## config.mk

```make
export PLATFORM = sky130hd
export DESIGN_NAME = xpt_parallel_prog
export DESIGN_NICKNAME = d
export VERILOG_FILES = /design/src/design/xpt_prog_pkg.sv /design/src/design/xpt_parallel_prog.sv /design/src/design/xpt_fall_detect.sv /design/src/design/xpt_ahb_slave.sv
export SDC_FILE = /design/constraint.sdc
export NUM_CORES = 1
export LEC_CHECK = 0
export ABC_AREA = 0
export BUFFER_PORTS_ARGS = -buffer_cell sky130_fd_sc_hd__buf_2
export CAP_MARGIN = 40
export CORE_AREA = 2 2 129 131
export CTS_BUF_LIST = sky130_fd_sc_hd__clkbuf_16
export DETAILED_ROUTE_END_ITERATION = 10
export DIE_AREA = 0 0 131 133
export GPL_TIMING_DRIVEN = 0
export PLACE_DENSITY = 0.77
export SYNTH_ARGS = -nofsm -noshare
export SYNTH_HDL_FRONTEND = slang
export SYNTH_SLANG_ARGS = --single-unit
export TNS_END_PERCENT = 10
```

## constraint.sdc

```tcl
create_clock -name hclk -period 9 [get_ports hclk]
set_clock_uncertainty 0.05 [all_clocks]
set_input_delay 0.9 -clock hclk [delete_from_list [all_inputs] [get_ports hclk]]
set_output_delay 0.9 -clock hclk [all_outputs]
set_load 0.01 [all_outputs]
```

## src/design/xpt_prog_pkg.sv

```systemverilog
// Shared constants for the crosspoint parallel programming block
`default_nettype none
package xpt_prog_pkg;
  // Matrix geometry
  localparam int unsigned NUM_OUTPUTS = 9;
  localparam int unsigned ADDR_W      = 4;
  localparam int unsigned SEL_W       = 4;
  localparam int unsigned ENTRY_W     = 5;
  localparam int unsigned ENABLE_POS  = 4;

  // Register byte offsets
  localparam logic [7:0] CTRL_OFS     = 8'h00;
  localparam logic [7:0] STATUS_OFS   = 8'h04;
  localparam logic [7:0] ENABLES_OFS  = 8'h08;
  localparam logic [7:0] ENTRY0_OFS   = 8'h10;

  // Control fields and reset value
  localparam int unsigned CTRL_ACCEPT_POS = 0;
  localparam int unsigned CTRL_FREEZE_POS = 1;
  localparam logic [1:0]  CTRL_RESET      = 2'h1;

  // Status fields
  localparam int unsigned STAT_PINRST_POS = 0;
  localparam int unsigned STAT_UPD_POS    = 1;
  localparam int unsigned STAT_BCAST_POS  = 2;
  localparam int unsigned STAT_ADDR_LSB   = 8;
  localparam int unsigned STAT_CNT_LSB    = 16;
  localparam int unsigned CNT_W           = 16;

  // Entry readback field positions
  localparam int unsigned ENTRY_RANK2_LSB = 8;

  // AHB transfer type
  localparam logic [1:0] HTRANS_NONSEQ = 2'h2;
endpackage : xpt_prog_pkg
`default_nettype wire

```

## src/design/xpt_parallel_prog.sv

```systemverilog
// Parallel programming logic with first and second rank route latches
//
// Behaviour
// - One write/update cycle reprograms one or more outputs and leaves all others alone.
// - The reset pin disables every output but clears no programming storage.
// - Bit 4 of each entry is the output enable; a disabled entry ignores its input select.
// - A falling write strobe captures address and data into the addressed first-rank entry.
// - First-rank entries reach the matrix only when update goes low, all together.
// - With serial/parallel low and serial clock high, a strobe loads every entry at once.
// - While update is low the second rank passes first-rank contents straight through.
// - The first rank holds one five-bit entry for each of the nine outputs.
//
// Local design decisions: the register addresses and the AHB-Lite slave port.
`default_nettype none
module xpt_parallel_prog
  import xpt_prog_pkg::*;
#(
  parameter int unsigned OUTPUTS = NUM_OUTPUTS
) (
  input  wire logic                     hclk,
  input  wire logic                     hresetn,
  input  wire logic                     hsel,
  input  wire logic [31:0]              haddr,
  input  wire logic [1:0]               htrans,
  input  wire logic                     hwrite,
  input  wire logic [2:0]               hsize,
  input  wire logic [31:0]              hwdata,
  input  wire logic                     hready,
  output logic                          hreadyout,
  output logic                          hresp,
  output logic [31:0]                   hrdata,
  input  wire logic                     chip_select_n,
  input  wire logic                     serial_parallel_select,
  input  wire logic                     serial_clk_n,
  input  wire logic                     write_strobe_n,
  input  wire logic [ADDR_W-1:0]        output_address,
  input  wire logic                     output_enable_bit,
  input  wire logic [SEL_W-1:0]         input_select,
  input  wire logic                     update_n,
  input  wire logic                     pin_reset_n,
  output logic [OUTPUTS-1:0]            route_enable,
  output logic [OUTPUTS*SEL_W-1:0]      route_select
);
  logic [ENTRY_W-1:0] rank1_r [OUTPUTS];
  logic [ENTRY_W-1:0] rank2_r [OUTPUTS];
  logic [1:0]         ctrl_r;
  logic [ADDR_W-1:0]  last_addr_r;
  logic [CNT_W-1:0]   wr_count_r;
  logic               we_fell;
  logic               strobe;
  logic               par_wr;
  logic               bcast_wr;
  logic               upd_active;
  logic               addr_ok;
  logic [ENTRY_W-1:0] wr_entry;
  logic [7:0]         rd_addr;
  logic [31:0]        rd_value;
  logic               reg_wr;
  logic [7:0]         reg_addr;
  logic [31:0]        reg_wdata;

  // Register index of an entry readback address, or OUTPUTS if none matches
  // Shared by the read mux; a miss returns an index that no entry owns
  function automatic int unsigned entry_index(input logic [7:0] a);
    int unsigned idx;
    idx = OUTPUTS;
    for (int unsigned k = 0; k < OUTPUTS; k++) begin
      if (a == ENTRY0_OFS + 8'(4 * k)) begin
        idx = k;
      end
    end
    return idx;
  endfunction

  xpt_fall_detect u_we_edge (
    .hclk    (hclk),
    .hresetn (hresetn),
    .level_n (write_strobe_n),
    .fell    (we_fell)
  );

  xpt_ahb_slave u_bus (
    .hclk      (hclk),
    .hresetn   (hresetn),
    .hsel      (hsel),
    .haddr     (haddr),
    .htrans    (htrans),
    .hwrite    (hwrite),
    .hsize     (hsize),
    .hwdata    (hwdata),
    .hready    (hready),
    .hreadyout (hreadyout),
    .hresp     (hresp),
    .hrdata    (hrdata),
    .rd_addr   (rd_addr),
    .rd_value  (rd_value),
    .reg_wr    (reg_wr),
    .reg_addr  (reg_addr),
    .reg_wdata (reg_wdata)
  );

  // Strobe decode; chip select gates the pins, software may lock them out
  // Edge detection adds no cycle (fell is combinational from the pin) and keeps the strobe pin off any clock
  assign strobe   = we_fell & ~chip_select_n & ctrl_r[CTRL_ACCEPT_POS];
  assign addr_ok  = 32'(output_address) < OUTPUTS;
  assign par_wr   = strobe & serial_parallel_select & addr_ok;
  assign bcast_wr = strobe & ~serial_parallel_select & serial_clk_n;
  assign wr_entry = {output_enable_bit, input_select};

  // Update is level sensitive; select gates it like the serial clock
  // Freeze lets software stage several changes with no partial matrix
  assign upd_active = ~update_n & ~chip_select_n & ~ctrl_r[CTRL_FREEZE_POS];

  // Software control register
  // Accept gates pin writes, freeze holds the matrix latches
  always_ff @(posedge hclk or negedge hresetn) begin
    if (!hresetn) begin
      ctrl_r <= CTRL_RESET;
    end else if (reg_wr && reg_addr == CTRL_OFS) begin
      ctrl_r <= reg_wdata[1:0];
    end
  end

  // Write bookkeeping for status readback
  // The count wraps silently; it is a debug aid, not a guarantee
  always_ff @(posedge hclk or negedge hresetn) begin
    if (!hresetn) begin
      last_addr_r <= '0;
      wr_count_r  <= '0;
    end else if (par_wr || bcast_wr) begin
      last_addr_r <= output_address;
      wr_count_r  <= wr_count_r + CNT_W'(1);
    end
  end

  // The second rank is clocked rather than a true latch: one cycle of latency
  // buys storage with no level-sensitive paths. A change of update can
  // therefore only reach the outputs on a clock edge.
  genvar gi;
  generate
    for (gi = 0; gi < OUTPUTS; gi++) begin : g_out
      // First rank has no reset: contents are random after power-up by design
      always_ff @(posedge hclk) begin
        if (bcast_wr || (par_wr && 32'(output_address) == gi)) begin
          rank1_r[gi] <= wr_entry;
        end
      end

      // Second rank follows the first only while update is low
      always_ff @(posedge hclk) begin
        if (upd_active) begin
          rank2_r[gi] <= rank1_r[gi];
        end
      end

      // Driven outputs; the pin reset only disables, storage is untouched
      always_ff @(posedge hclk or negedge hresetn) begin
        if (!hresetn) begin
          route_enable[gi]                 <= 1'b0;
          route_select[gi*SEL_W +: SEL_W]  <= '0;
        end else begin
          route_enable[gi] <= pin_reset_n & rank2_r[gi][ENABLE_POS];
          route_select[gi*SEL_W +: SEL_W] <=
            rank2_r[gi][ENABLE_POS] ? rank2_r[gi][SEL_W-1:0] : '0;
        end
      end

      AST_CAPTURE_ADDRESSED: assert property (
        @(posedge hclk) disable iff (!hresetn)
        par_wr && 32'(output_address) == gi
        |=> rank1_r[gi] == {$past(output_enable_bit), $past(input_select)})
        else $error("addressed entry did not capture the strobed data");

      AST_OTHERS_UNCHANGED: assert property (
        @(posedge hclk) disable iff (!hresetn)
        !bcast_wr && !(par_wr && 32'(output_address) == gi) |=> $stable(rank1_r[gi]))
        else $error("entry changed without being addressed");

      AST_BROADCAST_ALL: assert property (
        @(posedge hclk) disable iff (!hresetn)
        bcast_wr |=> rank1_r[gi] == $past(wr_entry))
        else $error("broadcast did not load every entry");

      AST_HOLD_UNTIL_UPDATE: assert property (
        @(posedge hclk) disable iff (!hresetn)
        !upd_active |=> $stable(rank2_r[gi]))
        else $error("matrix latch moved while update was high");

      AST_TRANSPARENT: assert property (
        @(posedge hclk) disable iff (!hresetn)
        upd_active ##1 upd_active |=> rank2_r[gi] == $past(rank1_r[gi]))
        else $error("matrix latch not transparent while update low");

      AST_RESET_DISABLES: assert property (
        @(posedge hclk) disable iff (!hresetn)
        !pin_reset_n |=> !route_enable[gi] && ($stable(rank1_r[gi]) || $past(strobe)))
        else $error("pin reset did not disable the output");

      AST_SELECT_IGNORED: assert property (
        @(posedge hclk) disable iff (!hresetn)
        !rank2_r[gi][ENABLE_POS] |=> route_select[gi*SEL_W +: SEL_W] == '0)
        else $error("disabled output carries an input select");

      AST_MATRIX_PATH: assert property (
        @(posedge hclk) disable iff (!hresetn)
        pin_reset_n ##1 pin_reset_n |-> route_enable[gi] == $past(rank2_r[gi][ENABLE_POS]))
        else $error("output enable does not follow the matrix latch");

      // Storage holds unknowns until first written, so these checks rely on
      // antecedents that only hold once the controller has programmed it;
      // gating checks cover lock-out, deselect and freeze
      AST_TRANSPARENT_STEP: assert property (
        @(posedge hclk) disable iff (!hresetn)
        upd_active |=> rank2_r[gi] == $past(rank1_r[gi]))
        else $error("matrix latch missed a first-rank value while update low");

      AST_SELECT_FOLLOWS: assert property (
        @(posedge hclk) disable iff (!hresetn)
        rank2_r[gi][ENABLE_POS]
        |=> route_select[gi*SEL_W +: SEL_W] == $past(rank2_r[gi][SEL_W-1:0]))
        else $error("enabled output does not carry its input select");

      AST_DISABLED_ROUTE_OFF: assert property (
        @(posedge hclk) disable iff (!hresetn)
        !rank2_r[gi][ENABLE_POS] |=> !route_enable[gi])
        else $error("disabled matrix entry left its output enabled");

      AST_RESET_KEEPS_MATRIX: assert property (
        @(posedge hclk) disable iff (!hresetn)
        !pin_reset_n |=> $stable(rank2_r[gi]) || $past(upd_active))
        else $error("pin reset disturbed the matrix latch");

      AST_LOCKED_OUT: assert property (
        @(posedge hclk) disable iff (!hresetn)
        !ctrl_r[CTRL_ACCEPT_POS] |=> $stable(rank1_r[gi]))
        else $error("pin write landed while software locked the pins out");

      AST_WRITE_NEEDS_SELECT: assert property (
        @(posedge hclk) disable iff (!hresetn)
        chip_select_n |=> $stable(rank1_r[gi]))
        else $error("pin write landed with chip select high");

      AST_DESELECTED_HOLD: assert property (
        @(posedge hclk) disable iff (!hresetn)
        chip_select_n |=> $stable(rank2_r[gi]))
        else $error("matrix latch moved with chip select high");

      AST_FROZEN_HOLD: assert property (
        @(posedge hclk) disable iff (!hresetn)
        ctrl_r[CTRL_FREEZE_POS] |=> $stable(rank2_r[gi]))
        else $error("matrix latch moved while software froze update");

      AST_OUT_OF_RANGE: assert property (
        @(posedge hclk) disable iff (!hresetn)
        strobe && serial_parallel_select && 32'(output_address) >= OUTPUTS
        |=> $stable(rank1_r[gi]))
        else $error("write to unimplemented output changed an entry");
    end
  endgenerate

  // Bookkeeping checks; every accepted fall gives at most one capture
  // and the status fields follow the captures that really landed
  AST_STROBE_PULSE: assert property (
    @(posedge hclk) disable iff (!hresetn)
    strobe |=> !strobe)
    else $error("one strobe fall was taken more than once");

  AST_COUNT_STEP: assert property (
    @(posedge hclk) disable iff (!hresetn)
    par_wr || bcast_wr |=> wr_count_r == $past(wr_count_r) + CNT_W'(1))
    else $error("write count did not advance on a capture");

  AST_LAST_ADDR: assert property (
    @(posedge hclk) disable iff (!hresetn)
    par_wr || bcast_wr |=> last_addr_r == $past(output_address))
    else $error("status address does not hold the last captured output");

  // Read mux; unmapped addresses read as zero
  // Entry words show both ranks so software can see staged data
  always_comb begin
    int unsigned idx;
    idx      = entry_index(rd_addr);
    rd_value = 32'h0000_0000;
    if (rd_addr == CTRL_OFS) begin
      rd_value[1:0] = ctrl_r;
    end else if (rd_addr == STATUS_OFS) begin
      rd_value[STAT_PINRST_POS]                 = ~pin_reset_n;
      rd_value[STAT_UPD_POS]                    = upd_active;
      rd_value[STAT_BCAST_POS]                  = ~serial_parallel_select;
      rd_value[STAT_ADDR_LSB +: ADDR_W]         = last_addr_r;
      rd_value[STAT_CNT_LSB +: CNT_W]           = wr_count_r;
    end else if (rd_addr == ENABLES_OFS) begin
      rd_value[OUTPUTS-1:0] = route_enable;
    end else if (idx < OUTPUTS) begin
      rd_value[ENTRY_W-1:0]                     = rank1_r[idx];
      rd_value[ENTRY_RANK2_LSB +: ENTRY_W]      = rank2_r[idx];
    end
  end
endmodule // xpt_parallel_prog
`default_nettype wire

```

## src/design/xpt_fall_detect.sv

```systemverilog
// Falling-edge detector for a strobe pin sampled on the system clock
`default_nettype none
module xpt_fall_detect (
  input  wire logic hclk,
  input  wire logic hresetn,
  input  wire logic level_n,
  output logic      fell
);
  logic prev_r;

  // Idle level is high, so reset to high; a pin already low at reset release reports an edge at once
  always_ff @(posedge hclk or negedge hresetn) begin
    if (!hresetn) begin
      prev_r <= 1'b1;
    end else begin
      prev_r <= level_n;
    end
  end

  assign fell = prev_r & ~level_n;
endmodule // xpt_fall_detect
`default_nettype wire

```

## src/design/xpt_ahb_slave.sv

```systemverilog
// Zero-wait AHB-Lite slave front end for the programming block registers
`default_nettype none
module xpt_ahb_slave
  import xpt_prog_pkg::*;
(
  input  wire logic        hclk,
  input  wire logic        hresetn,
  input  wire logic        hsel,
  input  wire logic [31:0] haddr,
  input  wire logic [1:0]  htrans,
  input  wire logic        hwrite,
  input  wire logic [2:0]  hsize,
  input  wire logic [31:0] hwdata,
  input  wire logic        hready,
  output logic             hreadyout,
  output logic             hresp,
  output logic [31:0]      hrdata,
  output logic [7:0]       rd_addr,
  input  wire logic [31:0] rd_value,
  output logic             reg_wr,
  output logic [7:0]       reg_addr,
  output logic [31:0]      reg_wdata
);
  logic       wr_pend_r;
  logic [7:0] wr_addr_r;
  logic       take;

  // Single word transfers only; hsize is accepted but not checked
  assign take      = hsel & hready & (htrans == HTRANS_NONSEQ);
  assign rd_addr   = haddr[7:0];
  assign hreadyout = 1'b1;
  assign hresp     = 1'b0;

  // Address phase captured for a write in the following data phase
  always_ff @(posedge hclk or negedge hresetn) begin
    if (!hresetn) begin
      wr_pend_r <= 1'b0;
      wr_addr_r <= 8'h00;
    end else begin
      wr_pend_r <= take & hwrite;
      wr_addr_r <= haddr[7:0];
    end
  end

  // Read data fetched at the address phase so it stands in the data phase
  always_ff @(posedge hclk or negedge hresetn) begin
    if (!hresetn) begin
      hrdata <= 32'h0000_0000;
    end else if (take && !hwrite) begin
      hrdata <= rd_value;
    end
  end

  assign reg_wr    = wr_pend_r;
  assign reg_addr  = wr_addr_r;
  assign reg_wdata = hwdata;
endmodule // xpt_ahb_slave
`default_nettype wire

```

==> flow_metrics.py, run 1 <==
metrics = {
    "drt": {
        "first_pass_iters": 6,
        "drcViolationCount": 0,
        "wl_per_cell_um": 21.78,
        "finalWirelength_um": 20960,
        "ant_nets": 0,
        "drt_iter0_markers": 700,
        "via_per_inst": 5.789,
        "via_count": 5569,
    },
    "cts": {
        "postCtsResizedCells": 0,
        "tritoncts": "done",
        "cts.sinks": 196,
        "insertion_delay_ps": 440,
        "cts-root-buf": "clkbuf_16",
        "clk_pin_slew_ps": 70,
        "cts_made_buffers": 17,
        "clockBufferDepth": 2,
        "htree_levels": 4,
        "hold_buffers": 0,
        "post_cts_buffers": 0,
    },
    "global_route": {
        "grt_max_degree": 56,
        "gr-usage-all-layers_pct": 25.29,
        "grt_pass1_vias": 5456,
        "grt_antenna_before_repair": 0,
        "grt_overflow_total": 0,
        "grt_pass1_wl_um": 31930,
    },
    "finish": {
        "drive_above_1_share_pct": 25.20,
        "layout.nets": 819,
        "area_growth_pct": 19.07,
        "finish.utilization_pct": 58.13,
        "n_antenna_cell": 0,
        "n_fill_cell": 1288,
    },
    "logic_synthesis": {
        "async_flop_share_pct": 54.08,
        "ys_ff_latch": 196,
        "netlist_area_sq_mm": 0.007895,
        "syn_area_per_cell_sq_um": 13.31,
        "yosys.area_share.simple_pct": 14.39,
        "synthAdderAreaFrac_pct": 0.1585,
        "synthCells": 593,
        "synth_compound_area_share_pct": 9.334,
        "synthXorXnorAreaFrac_pct": 1.775,
        "yosysSeqAreaShare_pct": 67.86,
        "synth_top_family_by_area": "simple AND/OR/NAND/NOR gates",
        "synth_ff_type": "dfrtp_1",
        "synthMuxAreaShare_pct": 4.041,
        "synth_edf_count": 90,
        "yosysWarnings": 0,
        "synth_cell_types": 68,
    },
    "setup_path": {
        "start_kind": "input pin",
        "critPathCaptureType": "flop",
        "critPathRequiredTime_ps": 9270,
        "path_class": "in -> reg",
        "worstPathArrival_ps": 3110,
        "critPathMaxFanout": 10,
    },
    "timing": {
        "tns_ps": 0,
        "tightest_slew_ps": 890.7,
        "fin_crit_ps": 2839,
        "rsz0062_at_grt": "no",
        "relSlewSlack_pct": 39.99,
        "finalCritPeriodShare_pct": 31.55,
        "setup_viol": 0,
        "max_freq_mhz": 352.2,
        "hold_viol_final": 0,
        "report.final.slew_viol_count": 0,
    },
    "place": {
        "numPortBuffers": 105,
        "place_congestion": 0.9390,
        "dp.final_hpwl_um": 16130,
    },
    "power_and_ir_drop": {
        "powerDensity_mw_per_mm2": 197.1,
        "p_leak_uw": 0.004002,
        "ir_worst_vdd_mv": 0.1337,
    },
    "worst_hold_path": {
        "min_path_type": "reg -> reg",
    },
    "die": {
        "die_area_sq_mm": 0.01742,
        "start_util_pct": 48.82,
        "die_x_um": 131,
        "die_h_um": 133,
        "floorplan.core_area_sq_mm": 0.01617,
        "num_rows": 47,
        "ioPinCount": 168,
    },
    "status": {
        "outcome": "complete, no violations",
    },
    "job": {
        "maxCapViolations": 0,
    },
}
-- final timing paths --
kind / from / endpoint / slack [ps] / cells past startpoint
setup / recovery: haddr[3] / u_bus.hrdata[10] / 6160 / 7
max in group asynchronous: hresetn / u_we_edge.prev_r / 7700 / 2
hold / removal: rank1_r[7][1] / rank2_r[7][1] / 400 / 0
min in group asynchronous: hresetn / route_select[26] / 460 / 1
setup reg to reg: ctrl_r[0] / rank1_r[4][4] / 6470 / 4
hold reg to reg: rank1_r[7][1] / rank2_r[7][1] / 400 / 0
-- synthesized netlist by cell type, types with 6 or more instances --
master	n	area share (%)
and3_1	8	0.63
o31ai_1	7	0.67
dfrtp_1	104	33
mux2_2	14	2.0
a22oi_1	7	0.67
inv_1	12	0.57
xor2_1	7	0.78
a21oi_1	11	0.70
nand2_1	58	2.8
clkbuf_1	10	0.48
and2_1	46	3.6
buf_2	7	0.44
nor3_1	10	0.63
nand3_1	41	2.6
a211oi_1	9	0.86
edfxtp_1	90	34
xnor2_1	9	1.0
o21ai_0	19	1.2
nand2b_1	6	0.48
buf_4	7	0.67
mux2i_1	9	1.1
nor2_1	13	0.62
nand4_1	7	0.55
-- logic make-up (layout without fill, tap and decap cells) --
| kind of cell | Yosys count | in the layout |
|---|---|---|
| and+or+nand+nor | 213 | 213 |
| DFF | 196 | 196 |
| AOI/OAI and AO/OA | 101 | 101 |
| buffers and inverters | 38 | 184 |
| muxes | 26 | 26 |
| xor gates and xnor gates | 16 | 16 |
| other | 2 | 5 |
| adders and majority gates | 1 | 1 |
-- layer usage --
metal	part of all wire (%)	global-route usage [%]	vias up
met2	46	37.54	294
met5	0	0	-
met3	8.8	6.470	50
met1	41	35.41	2758
met4	3.7	10.87	0
li1	-	-	2467
-- state kept, by name, indices dropped and copies added, names as in the netlist, 2 cells and up --
register and cells:
rank1_r 45, last_addr_r 4, ctrl_r 2, u_bus.reg_addr 8, rank2_r 45, u_bus.hrdata 29
route_select 36, route_enable 9, wr_count_r 16
-- cell type report --
cell class                      instances  area (sq um)  share of cell area, %
Inverter                               12         45.04                 0.4792
Multi-Input combinational cell        362          2369                  25.20
Clock inverter                         15         173.9                  1.850
Sequential cell                       196          5358                  56.99
Buffer                                 26         140.1                  1.491
Timing Repair Buffer                  114         614.3                  6.535
Tap cell                              220         275.3                  2.928
Clock buffer                           17         425.4                  4.525
-- layout by cell type (no fill, tap or decap), types with 6 or more instances in the layout --
master,Yosys,layout
nor2_1,13,13
dfrtp_1,104,104
a211oi_1,9,9
nand4_1,7,7
xor2_1,7,7
mux2i_1,9,9
edfxtp_1,90,90
inv_1,12,12
nand2b_1,6,6
and3_1,8,8
buf_2,7,113
xnor2_1,9,9
nand2_1,58,58
a21oi_1,11,11
and2_1,46,46
clkbuf_1,10,10
a22oi_1,7,7
o31ai_1,7,7
nor3_1,10,9
nand3_1,41,41
mux2_2,14,14
clkbuf_16,0,17
o21ai_0,19,19
buf_4,7,11
-- where the power goes --
group,internal [uW],switching (uW)
Clock,416,341
Sequential,963,25.1
Combinational,40.3,67.2
Total,1420,434
-- critical path: stages --
cell and delay, ps:
buf_2 100, clkbuf_1 280, clkbuf_1 480, nand3b_1 300, a31oi_1 550, o2111ai_1 190, a32o_1 300
-- per-stage QoR --
| step | hold slack, ps | instance area (sq um) | instances | worst slack [ps] | power, uW |
|---|---|---|---|---|---|
| finish | 396.2 | 9400 | 962 | 6161 | 1853 |
| global route | 413.6 | 9400 | 962 | 6060 | 1911 |
| CTS | 391.6 | 9400 | 962 | 6231 | 1861 |
| detailed placement | 379.1 | 8801 | 930 | 5779 | 1113 |
| global placement | 381.1 | 8707 | 921 | 2053 | 1106 |
| floorplan | 367.4 | 7906 | 596 | 3848 | 1052 |
Power figures use the tool's default switching activity.
==> run 2, diff against run 1 <==
CORE_AREA = 2 2 130 132   (was 2 2 129 131)
DIE_AREA = 0 0 132 134   (was 0 0 131 133)
PLACE_DENSITY = 0.79   (was 0.77)
clock period = 2.35 ns   (was 9 ns; I/O delays follow)
==> run 2 against run 1 <==
  * Worst setup slack got worse by 6100 ps
  * Wire length rose by 2.7%
  * Critical path depth fell by 3
  * Clock-buffer cell count rose by 1
  * Core utilization rose by 0.33 points
  * Sequential cell count did not move
  * Register-to-register slack got worse by 6400 ps
  * Non-clock buffer count rose by 11
  * Power rose to 3.8 times the previous value
  * Combinational power rose to 4.0 times the previous value
  * Critical endpoint is now rank1_r[0][1]
  * Highest routed layer unchanged
==> flow_metrics.py, run 2 (synthesis results as in run 1) <==
metrics = {
    "timing": {
        "finalCritPeriodShare_pct": 96.79,
        "setup_slack_ps": 75.45,
        "fin_crit_ps": 2275,
        "hold-worst-slack_ps": 37.46,
        "setup_viol": 0,
        "tns_ps": 0,
        "max_freq_mhz": 439.6,
        "hold_viol_final": 0,
        "rsz0062_at_grt": "no",
        "relSlewSlack_pct": 40.44,
        "tightest_slew_ps": 884.1,
        "report.final.slew_viol_count": 0,
    },
    "setup_path": {
        "crit_start": "ctrl_r[0]",
        "r2r_slack_ps": 80,
        "cpPeakStageDelay_ps": 560,
        "r2r-end": "rank1_r[0][1]",
        "worst-path-buf-inv": 0,
        "slowest_stage": "dfstp_2",
        "critical-path-top-delay-family": "simple AND/OR/NAND/NOR gates",
        "crit_chain": "and4bb_2 > nand2_1 > or3_1 > o31ai_2",
        "start_kind": "flop",
        "critPathCaptureType": "flop",
        "reg2reg_from": "ctrl_r[0]",
        "reg2reg_depth": 4,
        "worstPathArrival_ps": 2290,
        "crit_path_end": "rank1_r[0][1]",
        "critPathRequiredTime_ps": 2360,
        "critPathMaxFanout": 5,
        "path_class": "reg -> reg",
        "worst-path-stages": 4,
    },
    "die": {
        "num_rows": 47,
        "start_util_pct": 48.47,
        "die_x_um": 132,
        "floorplan.core_area_sq_mm": 0.01629,
        "die_area_sq_mm": 0.01769,
        "ioPinCount": 168,
        "die_h_um": 134,
    },
    "drt": {
        "finalWirelength_um": 21530,
        "wl_per_cell_um": 22.12,
        "drt_iter0_markers": 636,
        "ant_nets": 0,
        "wl_met1_um": 8774,
        "first_pass_iters": 5,
        "drcViolationCount": 0,
        "via_count": 5565,
        "met3_length_um": 1609,
        "met2WireLength_um": 10480,
        "via_per_inst": 5.719,
        "routed.top_layer": "met4",
    },
    "finish": {
        "drive_above_1_share_pct": 25.23,
        "layout.cells.non_filler": 973,
        "finish.utilization_pct": 58.45,
        "area_growth_pct": 20.60,
        "n_antenna_cell": 0,
        "mostFrequentLayoutCells": "buf_2, dfrtp_1, edfxtp_1",
        "n_fill_cell": 1286,
        "final_common_cell": "buf_2",
        "layout.nets": 830,
        "top_regs": "rank1_r: 45 flops, rank2_r: 45 flops, route_select: 36 flops",
    },
    "cts": {
        "clockBufferDepth": 2,
        "htree_levels": 4,
        "insertion_delay_ps": 430,
        "cts_made_buffers": 17,
        "cts.sinks": 196,
        "tritoncts": "done",
        "cts-root-buf": "clkbuf_16",
        "clk_pin_slew_ps": 70,
        "post_cts_buffers": 0,
    },
    "power_and_ir_drop": {
        "p_leak_uw": 0.004057,
        "ir_worst_vdd_mv": 0.5172,
        "powerDensity_mw_per_mm2": 733.2,
    },
    "global_route": {
        "gr-usage-all-layers_pct": 25.16,
        "grt_max_degree": 57,
        "grt_antenna_before_repair": 0,
        "grt_pass1_vias": 5491,
        "grt_overflow_total": 0,
        "grt_pass1_wl_um": 32970,
    },
    "place": {
        "dp.final_hpwl_um": 16290,
        "place_congestion": 0.9856,
        "place_ws_ps": -332.3,
        "numPortBuffers": 105,
        "dp_cells": 929,
    },
    "worst_hold_path": {
        "hold_start": "hwrite",
        "min_path_type": "in -> reg",
    },
    "job": {
        "maxCapViolations": 0,
    },
    "status": {
        "outcome": "complete, no violations",
    },
}
-- run 2: repair_timing --
action	in CTS	in global routing
hold endpoints to repair	61	0
hold buffers	12	0
resized for setup	4	5
endpoints found under the setup margin	20	8
cloned	0	0
-- run 2: through the flow --
stage	total power, uW	instance area, sq um
after global routing	7187	9522
after floorplan	4028	7918
after detailed placement	4273	8821
after CTS	7003	9512
final	6982	9522
after global placement	4243	8718
-- run 2: worst min-delay path by stage --
stage,endpoint,slack [ps],depth (start not counted)
2_1_floorplan,ctrl_r[1],-110,0
3_3_place_gp,u_we_edge.prev_r,300,1
6_report,u_bus.reg_wr,40,3
3_5_place_dp,route_select[18],250,1
5_1_grt,u_bus.reg_wr,60,3
4_1_cts,u_bus.reg_wr,30,3
-- run 2: routing by layer --
layer	vias up	GRT usage, %
met5	-	0
met4	0	10.08
met3	41	5.178
met2	275	40.39
met1	2769	33.94
li1	2480	-
-- run 2: cell type report --
cell class | instances | area (sq um) | share of cell area, %
repair buffers | 125 | 748.2 | 7.858
clock buffers | 18 | 450.4 | 4.731
flip-flops and latches | 196 | 5358 | 56.27
multi-input cells | 362 | 2389 | 25.09
inverters | 12 | 45.04 | 0.4731
clock inverters | 14 | 115.1 | 1.209
well taps | 220 | 275.3 | 2.891
plain buffers | 26 | 141.4 | 1.485
-- run 2: worst min-delay path, stage by stage --
cell    delay [ps]
buf_2          130
inv_1           70
nor2_1          50
-- run 2: power breakdown --
part	switching [uW]	leakage, uW	internal [uW]
logic	267	0.00158	169
clock network	1300	0.000280	1450
registers	105	0.00220	3690
total	1680	0.00406	5300
